## config.mk

```make
export PLATFORM = sky130hd
export DESIGN_NAME = core_local_interrupt_unit
export DESIGN_NICKNAME = d
export VERILOG_FILES = /design/src/design/core_local_interruptor_pkg.sv /design/src/design/core_local_interrupt_unit.sv /design/src/design/tick_sync.sv
export SDC_FILE = /design/constraint.sdc
export NUM_CORES = 1
export LEC_CHECK = 0
export ABC_AREA = 0
export BUFFER_PORTS_ARGS = -buffer_cell sky130_fd_sc_hd__buf_2
export CAP_MARGIN = 25
export CORE_MARGIN = 2
export CORE_UTILIZATION = 46
export DETAILED_ROUTE_END_ITERATION = 16
export MAX_ROUTING_LAYER = met4
export PLACE_DENSITY_LB_ADDON = 0.12
export RECOVER_POWER = 25
export SETUP_SLACK_MARGIN = 0.4
export SYNTH_ARGS = -nofsm -noshare
export SYNTH_HDL_FRONTEND = slang
export SYNTH_SLANG_ARGS = --single-unit
```

## constraint.sdc

```tcl
create_clock -name ref_clk -period 4.4 [get_ports ref_clk]
set_input_delay 0.88 -clock ref_clk [delete_from_list [all_inputs] [get_ports ref_clk]]
set_output_delay 0.88 -clock ref_clk [all_outputs]
set_load 0.1 [all_outputs]
```

## src/design/core_local_interruptor_pkg.sv

```systemverilog
// Package of constants and carrier types for the core-local interrupt unit.
// Assumes a single hart and 32-bit word accesses on the register port.
package core_local_interruptor_pkg;

    // ********************************************************
    // Register map (byte addresses)
    // ********************************************************
    localparam logic [27:0] SOFT_TRIG_ADDR = 28'h2000000;
    localparam logic [27:0] CMP_LO_ADDR = 28'h2004000;
    localparam logic [27:0] CMP_HI_ADDR = 28'h2004004;
    localparam logic [27:0] CNT_LO_ADDR = 28'h200BFF8;
    localparam logic [27:0] CNT_HI_ADDR = 28'h200BFFC;

    // ********************************************************
    // Pending and enable bit positions
    // ********************************************************
    localparam int SOFT_BIT = 3;
    localparam int TIMER_BIT = 7;
    localparam int EXT_BIT = 11;

    // ********************************************************
    // Cause register layout and codes
    // ********************************************************
    localparam int CAUSE_IRQ_BIT = 31;
    localparam int CODE_W = 10;
    localparam logic [9:0] CODE_SOFT = 10'h003;
    localparam logic [9:0] CODE_TIMER = 10'h007;
    localparam logic [9:0] CODE_EXT = 10'h00B;
    localparam logic [9:0] EXC_FETCH_MISAL = 10'h000;
    localparam logic [9:0] EXC_FETCH_FAULT = 10'h001;
    localparam logic [9:0] EXC_ILLEGAL = 10'h002;
    localparam logic [9:0] EXC_BREAK = 10'h003;
    localparam logic [9:0] EXC_LOAD_MISAL = 10'h004;
    localparam logic [9:0] EXC_LOAD_FAULT = 10'h005;
    localparam logic [9:0] EXC_STORE_MISAL = 10'h006;
    localparam logic [9:0] EXC_STORE_FAULT = 10'h007;
    localparam logic [9:0] EXC_ECALL_U = 10'h008;
    localparam logic [9:0] EXC_ECALL_M = 10'h00B;

    // ********************************************************
    // Reset values and latency counts
    // ********************************************************
    localparam logic [31:0] SOFT_TRIG_RST = 32'h00000000;
    localparam logic [63:0] COUNT_RST = 64'h0000000000000000;
    localparam logic [31:0] CAUSE_RST = 32'h00000000;
    localparam int LOCAL_LAT_CYC = 4;
    localparam int GLOBAL_LAT_CYC = 3;

    // ********************************************************
    // Carrier types
    // ********************************************************
    typedef struct packed {
        logic wr;
        logic rd;
        logic [27:0] addr;
        logic [31:0] wdata;
    } bus_req_t;

    typedef struct packed {
        logic take;
        logic is_irq;
        logic [9:0] code;
        logic fetch;
    } trap_evt_t;

    typedef enum logic [1:0] {
        ST_IDLE,
        ST_WAIT
    } trap_state_t;

endpackage : core_local_interruptor_pkg

```

## src/design/core_local_interrupt_unit.sv

```systemverilog
// Core-local interrupt unit: trigger, timer, pending, cause and trap timing.
// Assumes the hart supplies its enables and clears the global enable on
// entry to a handler; register port is single-cycle word access.
// Operation
// Pending status shows software at bit 3, timer at 7, external at 11.
// An interrupt trap sets cause bit 31 and the interrupt number below.
// An exception trap clears cause bit 31 and records its code below.
// Cause holds the code in 9:0, zero in 30:10, interrupt flag in 31.
// Exception codes 0 to 8 and 11 are defined, the rest reserved.
// External is taken before software, and software before timer.
// The handler fetch is issued 3 cycles after the interrupt is taken.
// External requests pass 3 extra cycles before becoming pending.
// The trigger register keeps bit 0 only; upper 31 bits read zero.
// The trigger register clears on reset.
// A 64-bit count register, software writable, counts slow ticks.
// Timer pending is high while count is at or above compare.
// Reset clears the count and leaves compare untouched.
// An interrupt is taken only with global and own enable both set.
// The slow tick is synchronised and each rising edge adds one.
`timescale 1ns/100ps
module core_local_interrupt_unit (
    input wire logic ref_clk,
    input wire logic reset,
    input wire logic rtc_tick,
    input wire core_local_interruptor_pkg::bus_req_t bus_req,
    output logic [31:0] bus_rdata,
    output logic bus_rvalid,
    input wire logic ext_irq_in,
    input wire logic glb_irq_enable,
    input wire logic [31:0] irq_enable,
    input wire logic exc_valid,
    input wire logic [9:0] exc_code,
    input wire logic cause_wr,
    input wire logic [31:0] cause_wdata,
    output logic [31:0] irq_pending_status,
    output logic [31:0] trap_cause,
    output core_local_interruptor_pkg::trap_evt_t trap_evt,
    output logic timer_irq_pending
);

    logic tick_rise;
    logic [31:0] soft_irq_trigger_r;
    logic [31:0] soft_irq_trigger_nxt;
    logic [63:0] timer_count_r;
    logic [63:0] timer_count_nxt;
    logic [63:0] timer_compare_r;
    logic [63:0] timer_compare_nxt;
    logic [31:0] rdata_r;
    logic [31:0] rdata_nxt;
    logic rvalid_r;
    logic rvalid_nxt;
    logic [2:0] ext_pipe_r;
    logic [2:0] ext_pipe_nxt;
    logic [31:0] cause_r;
    logic [31:0] cause_nxt;
    core_local_interruptor_pkg::trap_state_t state_r;
    core_local_interruptor_pkg::trap_state_t state_nxt;
    logic [2:0] lat_r;
    logic [2:0] lat_nxt;
    logic take_r;
    logic take_nxt;
    logic fetch_r;
    logic fetch_nxt;
    logic is_irq_r;
    logic is_irq_nxt;
    logic [9:0] code_r;
    logic [9:0] code_nxt;
    logic [31:0] pend;
    logic ext_pend;
    logic soft_pend;
    logic timer_pend;

    function automatic logic hit(input core_local_interruptor_pkg::bus_req_t r,
                                 input logic [27:0] a);
        hit = (r.addr == a);
    endfunction : hit

    function automatic logic exc_legal(input logic [9:0] c);
        exc_legal = (c <= core_local_interruptor_pkg::EXC_ECALL_U) ||
                    (c == core_local_interruptor_pkg::EXC_ECALL_M);
    endfunction : exc_legal

    // ********************************************************
    // Tick crossing
    // ********************************************************
    tick_sync u_tick_sync (
        .ref_clk(ref_clk),
        .reset(reset),
        .tick_in(rtc_tick),
        .tick_rise(tick_rise)
    );

    // ********************************************************
    // Register port and timer
    // ********************************************************
    always_comb
    begin
        soft_irq_trigger_nxt = soft_irq_trigger_r;
        timer_compare_nxt = timer_compare_r;
        timer_count_nxt = timer_count_r;
        // count each tick edge
        if (tick_rise)
        begin
            timer_count_nxt = timer_count_r + 64'h0000000000000001;
        end
        rdata_nxt = 32'h00000000;
        rvalid_nxt = bus_req.rd;
        if (bus_req.wr)
        begin
            // keep bit 0 only
            if (hit(bus_req, core_local_interruptor_pkg::SOFT_TRIG_ADDR))
            begin
                soft_irq_trigger_nxt = {31'h00000000, bus_req.wdata[0]};
            end
            if (hit(bus_req, core_local_interruptor_pkg::CMP_LO_ADDR))
            begin
                timer_compare_nxt[31:0] = bus_req.wdata;
            end
            if (hit(bus_req, core_local_interruptor_pkg::CMP_HI_ADDR))
            begin
                timer_compare_nxt[63:32] = bus_req.wdata;
            end
            // software writes count
            if (hit(bus_req, core_local_interruptor_pkg::CNT_LO_ADDR))
            begin
                timer_count_nxt[31:0] = bus_req.wdata;
            end
            if (hit(bus_req, core_local_interruptor_pkg::CNT_HI_ADDR))
            begin
                timer_count_nxt[63:32] = bus_req.wdata;
            end
        end
        if (bus_req.rd)
        begin
            if (hit(bus_req, core_local_interruptor_pkg::SOFT_TRIG_ADDR))
            begin
                rdata_nxt = soft_irq_trigger_r;
            end
            else if (hit(bus_req, core_local_interruptor_pkg::CMP_LO_ADDR))
            begin
                rdata_nxt = timer_compare_r[31:0];
            end
            else if (hit(bus_req, core_local_interruptor_pkg::CMP_HI_ADDR))
            begin
                rdata_nxt = timer_compare_r[63:32];
            end
            else if (hit(bus_req, core_local_interruptor_pkg::CNT_LO_ADDR))
            begin
                rdata_nxt = timer_count_r[31:0];
            end
            else if (hit(bus_req, core_local_interruptor_pkg::CNT_HI_ADDR))
            begin
                rdata_nxt = timer_count_r[63:32];
            end
        end
    end

    always_ff @(posedge ref_clk)
    begin
        // compare has no reset
        timer_compare_r <= timer_compare_nxt;
        if (reset)
        begin
            // trigger clears
            soft_irq_trigger_r <= core_local_interruptor_pkg::SOFT_TRIG_RST;
            // count clears
            timer_count_r <= core_local_interruptor_pkg::COUNT_RST;
            rdata_r <= 32'h00000000;
            rvalid_r <= 1'b0;
        end
        else
        begin
            soft_irq_trigger_r <= soft_irq_trigger_nxt;
            timer_count_r <= timer_count_nxt;
            rdata_r <= rdata_nxt;
            rvalid_r <= rvalid_nxt;
        end
    end

    assign bus_rdata = rdata_r;
    assign bus_rvalid = rvalid_r;

    // ********************************************************
    // Pending status
    // ********************************************************
    // count at or above compare
    assign timer_pend = (timer_count_r >= timer_compare_r);
    assign soft_pend = soft_irq_trigger_r[0];
    // three-cycle global path
    assign ext_pend = ext_pipe_r[2];

    always_comb
    begin
        ext_pipe_nxt = {ext_pipe_r[1:0], ext_irq_in};
        // fixed bit positions
        pend = 32'h00000000;
        pend[core_local_interruptor_pkg::SOFT_BIT] = soft_pend;
        pend[core_local_interruptor_pkg::TIMER_BIT] = timer_pend;
        pend[core_local_interruptor_pkg::EXT_BIT] = ext_pend;
    end

    assign irq_pending_status = pend;
    assign timer_irq_pending = timer_pend;

    // ********************************************************
    // Trap selection, cause and latency
    // ********************************************************
    always_comb
    begin
        state_nxt = state_r;
        lat_nxt = lat_r;
        take_nxt = 1'b0;
        fetch_nxt = 1'b0;
        is_irq_nxt = is_irq_r;
        code_nxt = code_r;
        cause_nxt = cause_r;
        if (cause_wr)
        begin
            // reserved field stays zero
            cause_nxt = {cause_wdata[core_local_interruptor_pkg::CAUSE_IRQ_BIT], 21'h000000,
                         cause_wdata[core_local_interruptor_pkg::CODE_W-1:0]};
        end
        unique case (state_r)
            core_local_interruptor_pkg::ST_IDLE:
            begin
                // legal exception codes
                if (exc_valid && exc_legal(exc_code))
                begin
                    // exception cause
                    cause_nxt = {1'b0, 21'h000000, exc_code};
                    take_nxt = 1'b1;
                    is_irq_nxt = 1'b0;
                    code_nxt = exc_code;
                    lat_nxt = 3'h1;
                    state_nxt = core_local_interruptor_pkg::ST_WAIT;
                end
                // global and own enable
                else if (glb_irq_enable && |(pend & irq_enable))
                begin
                    // external, software, timer
                    if (pend[core_local_interruptor_pkg::EXT_BIT] &&
                        irq_enable[core_local_interruptor_pkg::EXT_BIT])
                    begin
                        code_nxt = core_local_interruptor_pkg::CODE_EXT;
                    end
                    else if (pend[core_local_interruptor_pkg::SOFT_BIT] &&
                             irq_enable[core_local_interruptor_pkg::SOFT_BIT])
                    begin
                        code_nxt = core_local_interruptor_pkg::CODE_SOFT;
                    end
                    else
                    begin
                        code_nxt = core_local_interruptor_pkg::CODE_TIMER;
                    end
                    // interrupt cause
                    cause_nxt = {1'b1, 21'h000000, code_nxt};
                    take_nxt = 1'b1;
                    is_irq_nxt = 1'b1;
                    lat_nxt = 3'h1;
                    state_nxt = core_local_interruptor_pkg::ST_WAIT;
                end
            end
            core_local_interruptor_pkg::ST_WAIT:
            begin
                // fetch after fixed latency
                if (lat_r == 3'(core_local_interruptor_pkg::LOCAL_LAT_CYC - 1))
                begin
                    fetch_nxt = 1'b1;
                    state_nxt = core_local_interruptor_pkg::ST_IDLE;
                end
                else
                begin
                    lat_nxt = lat_r + 3'h1;
                end
            end
        endcase
    end

    always_ff @(posedge ref_clk)
    begin
        if (reset)
        begin
            ext_pipe_r <= 3'h0;
            state_r <= core_local_interruptor_pkg::ST_IDLE;
            lat_r <= 3'h0;
            take_r <= 1'b0;
            fetch_r <= 1'b0;
            is_irq_r <= 1'b0;
            code_r <= 10'h000;
            cause_r <= core_local_interruptor_pkg::CAUSE_RST;
        end
        else
        begin
            ext_pipe_r <= ext_pipe_nxt;
            state_r <= state_nxt;
            lat_r <= lat_nxt;
            take_r <= take_nxt;
            fetch_r <= fetch_nxt;
            is_irq_r <= is_irq_nxt;
            code_r <= code_nxt;
            cause_r <= cause_nxt;
        end
    end

    assign trap_cause = cause_r;
    assign trap_evt.take = take_r;
    assign trap_evt.is_irq = is_irq_r;
    assign trap_evt.code = code_r;
    assign trap_evt.fetch = fetch_r;

endmodule : core_local_interrupt_unit

```

## src/design/tick_sync.sv

```systemverilog
// Synchroniser and rising-edge detector for the slow timer tick.
// Assumes the tick is much slower than the core clock.
`timescale 1ns/100ps
module tick_sync (
    input wire logic ref_clk,
    input wire logic reset,
    input wire logic tick_in,
    output logic tick_rise
);

    logic meta_r;
    logic sync_r;
    logic prev_r;

    // ********************************************************
    // Two-flop crossing and edge detect
    // ********************************************************
    always_ff @(posedge ref_clk)
    begin
        if (reset)
        begin
            meta_r <= 1'b0;
            sync_r <= 1'b0;
            prev_r <= 1'b0;
        end
        else
        begin
            meta_r <= tick_in;
            sync_r <= meta_r;
            prev_r <= sync_r;
        end
    end

    assign tick_rise = sync_r & ~prev_r;

endmodule : tick_sync

```

==> metrics.cfg <==
[yosys]
synthTopCellsByArea = dfxtp_1 28%, edfxtp_1 18%, ha_1 7.7%
syn_avg_cell_area_um2 = 9.82
yosys_warnings = 0
synth.largest_area_cell = dfxtp_1
synth.distinct_cells = 69
synth_ff_type = dfxtp_1
yosys.area.top_type_share = 0.282
ys_seq_area_frac = 0.459
synth_area_um2 = 10900
ys_async_sr_fraction = 0
synth_edf_count = 64
synth_seq_cells = 217
synth_cells = 1106

[pwr]
switching_share = 0.252
power_leakage_nw = 5.29
p_per_area_nw_per_um2 = 354
p_seq_frac = 0.459
p_comb_frac = 0.068
ir_worst_vdd_uv = 252
p_switching_mw = 1.14
clkPwrFrac = 0.473
p_int_mw = 3.38

[setup_path]
path_buf_inv = 2
cp_slowest_cell = or4_4
slowest_delay_ns = 0.56
cp_top_family = simple AND/OR/NAND/NOR gates
cp-end-kind = output pin
worstSetupPathType = flip-flop to output pin
critPathMaxFanout = 4
worstPathCellList = inv_1 -> ha_1 -> nand2b_1 -> a2111oi_4 -> o32a_1 -> a211oi_2 -> or4_4 -> buf_6
r2r_start = timer_count_r[0]$_SDFF_PP0_
start_kind = flip-flop
required_ns = 3.52
crit_start = timer_count_r[0]$_SDFF_PP0_
worst_ep_arrival_time_ns = 2.94

[global_routing]
grt_pass1_vias = 8396
grt_util_met1 = 0.322
antenna_found_initial = 2
grtUsageTotal = 0.238
grt_max_degree = 56
grtUsageMet2 = 0.372
grt_first_pass_wirelength_mm = 45.1
top_usage_layer = met2
gr-total-overflow = 0
grt_use_met3 = 0.0443

[sta]
period_needed_ns = 3.82
period_share = 0.869
hold-worst-slack_ns = 0.435
final-hold-violation-count = 0
grt_setup_unrepaired = false
setup_viol = 0
max_clock_freq_mhz = 261
drv_slew = 32
worst_slew_pin_slew_ns = 1.51
clock_skew_ns = 0.0165
slew_headroom = -0.00917
setup_tns_ns = 0

[placed_design]
port_buffers = 174
gp_congestion = 0.858
place_hpwl_mm = 20.0

[finish]
final_util = 0.547
area_growth_pct = 17.5
drive_gt1_frac = 0.191
nets = 1479
num-fill-cells = 2141

[route]
drt_iter0_drc = 570
drtPass1Iterations = 6
viasPerCell = 5.39
drcViolationCount = 0
wl_mm = 28.9
routed-via-count = 8671
routedWlPerCell_um = 17.9
ant_nets = 0

[hold_path]
hp-class = flip-flop to flip-flop
hp-start = ext_pipe_r[1]$_SDFF_PP0_

[clock_network]
cts_sinks = 217
clk_pin_slew_ns = 0.06
clk_path_buf_depth = 3
htreeDepth = 1
cts_buffers = 26
cts_root_buf = clkbuf_16
tritoncts = built
insertion_delay_ns = 0.53
ctsHoldBuffers = 0

[run_status]
violations = capacitance limit, slew limit
status = finished with violations

[floorplanning]
dieArea_um2 = 24900
io-pin-count = 254
start_util = 0.465
die_w_um = 158
core_region_area_um2 = 23300
chipHeight_um = 158
fp-row-count = 56

[run]
drv_cap = 1

[cells in the final DEF, fill, tap and decap left out, types with 4 or more instances in the layout]
master     Yosys  final
a211oi_1      51     50
a21oi_1       32     32
a222oi_1      32     32
a311oi_1      13     13
and2_1        33     33
and3_1         9      9
and4_1         7      7
buf_2          2    122
buf_4         35     12
clkbuf_1      36     51
clkbuf_16      0     28
clkinv_2       0      8
conb_1         1     29
dfxtp_1      153    150
edfxtp_1      64     64
ha_1          67     67
inv_1         83     83
mux2_2        29     29
mux2i_1        9      9
nand2_1       51     51
nand2b_1       7      7
nand3_1       31     31
nand4_1       27     27
nor2_1       137    137
nor2b_1       12     12
nor3_1        20     19
nor3_2         3      4
nor4_1         8      8
o21a_1         5      5
o21ai_0       29     28
or3_1         12     12
xnor2_1       35     35
xor2_1        17     17
[metal layers]
metal  wire [µm]  share of wire
met5           0              0
met4         469          0.016
met3        2030          0.070
met2       13100           0.45
met1       13200           0.46
[registers in the layout, indices dropped and copies added (netlist names), 3 cells and up]
name / flops
timer_compare_r: 64
bus_rdata: 32
code_r: 10
lat_r: 3
timer_count_r: 64
trap_cause: 32
ext_pipe_r: 3
[final timing paths]
path / slack (ns) / depth (start not counted) / endpoint
worst max register to register: 1.06 / 11 / trap_cause[12]$_SDFF_PP0_
worst max-delay path: 0.58 / 8 / timer_irq_pending
worst min register to register: 0.44 / 1 / ext_pipe_r[2]$_SDFF_PP0_
worst min-delay path: 0.44 / 1 / ext_pipe_r[2]$_SDFF_PP0_
[cell usage after synthesis (4+ instances only)]
library cell  number
nand4_1           27
buf_4             35
a222oi_1          32
nor4_1             8
or3_1             12
mux2_2            29
clkbuf_1          36
buf_6              4
and3_1             9
nor3_1            20
edfxtp_1          64
xor2_1            17
mux2i_1            9
ha_1              67
o21ai_0           29
nand2b_1           7
a311oi_1          13
and4_1             7
nor2_1           137
inv_1             83
and2_1            33
xnor2_1           35
nor2b_1           12
dfxtp_1          153
o21a_1             5
a211oi_1          51
nand2_1           51
a21oi_1           32
nand3_1           31
[stage by stage]
step                      instances  total power, mW  worst slack, ns  cell area [µm²]
final                          1610             4.52            0.575            12800
after global routing           1610             4.66            0.442            12800
after CTS                      1608             4.56            0.397            12800
after detailed placement       1560             2.43            0.628            11900
after global placement         1560             2.43            0.614            11900
after floorplan                1134             2.36            0.656            11000
[power by group through the flow]
| stage | logic, mW | clock network, mW | registers (mW) |
|---|---|---|---|
| floorplan | 0.188 | 0 | 2.17 |
| global placement | 0.309 | 0 | 2.12 |
| detailed placement | 0.310 | 0 | 2.12 |
| CTS | 0.311 | 2.18 | 2.07 |
| global route | 0.323 | 2.26 | 2.07 |
| finish | 0.307 | 2.14 | 2.07 |
[cell type report]
cell class	instances	area, µm²	share of cell area
multi-input cells	753	5250	0.412
flip-flops and latches	217	4990	0.391
repair buffers	188	936	0.0734
clock buffers	31	732	0.0574
well taps	319	399	0.0313
inverters	83	312	0.0244
clock inverters	17	131	0.0103
diodes	2	5.00	0.000392
[kinds of logic (layout without fill, tap and decap cells)]
logic type               after synthesis  count (layout)  share of synthesized area
adder cells (fa/ha/maj)               67              67                     0.0772
AO/OA/AOI/OAI                        186             186                      0.125
buffers and inverters                164             319                     0.0726
AND/OR/NAND/NOR                      381             381                      0.185
XOR/XNOR                              52              52                     0.0419
flip-flops                           217             217                      0.459
other                                  1              31                   0.000345
multiplexers                          38              38                     0.0384
[repair_timing]
| action | in CTS | in global routing |
|---|---|---|
| buffers inserted | 0 | 0 |
| endpoints found under the setup margin | 2 | 2 |
| pin swaps | 0 | 1 |
| gates resized for setup | 6 | 10 |
Power figures use the tool's default switching activity.
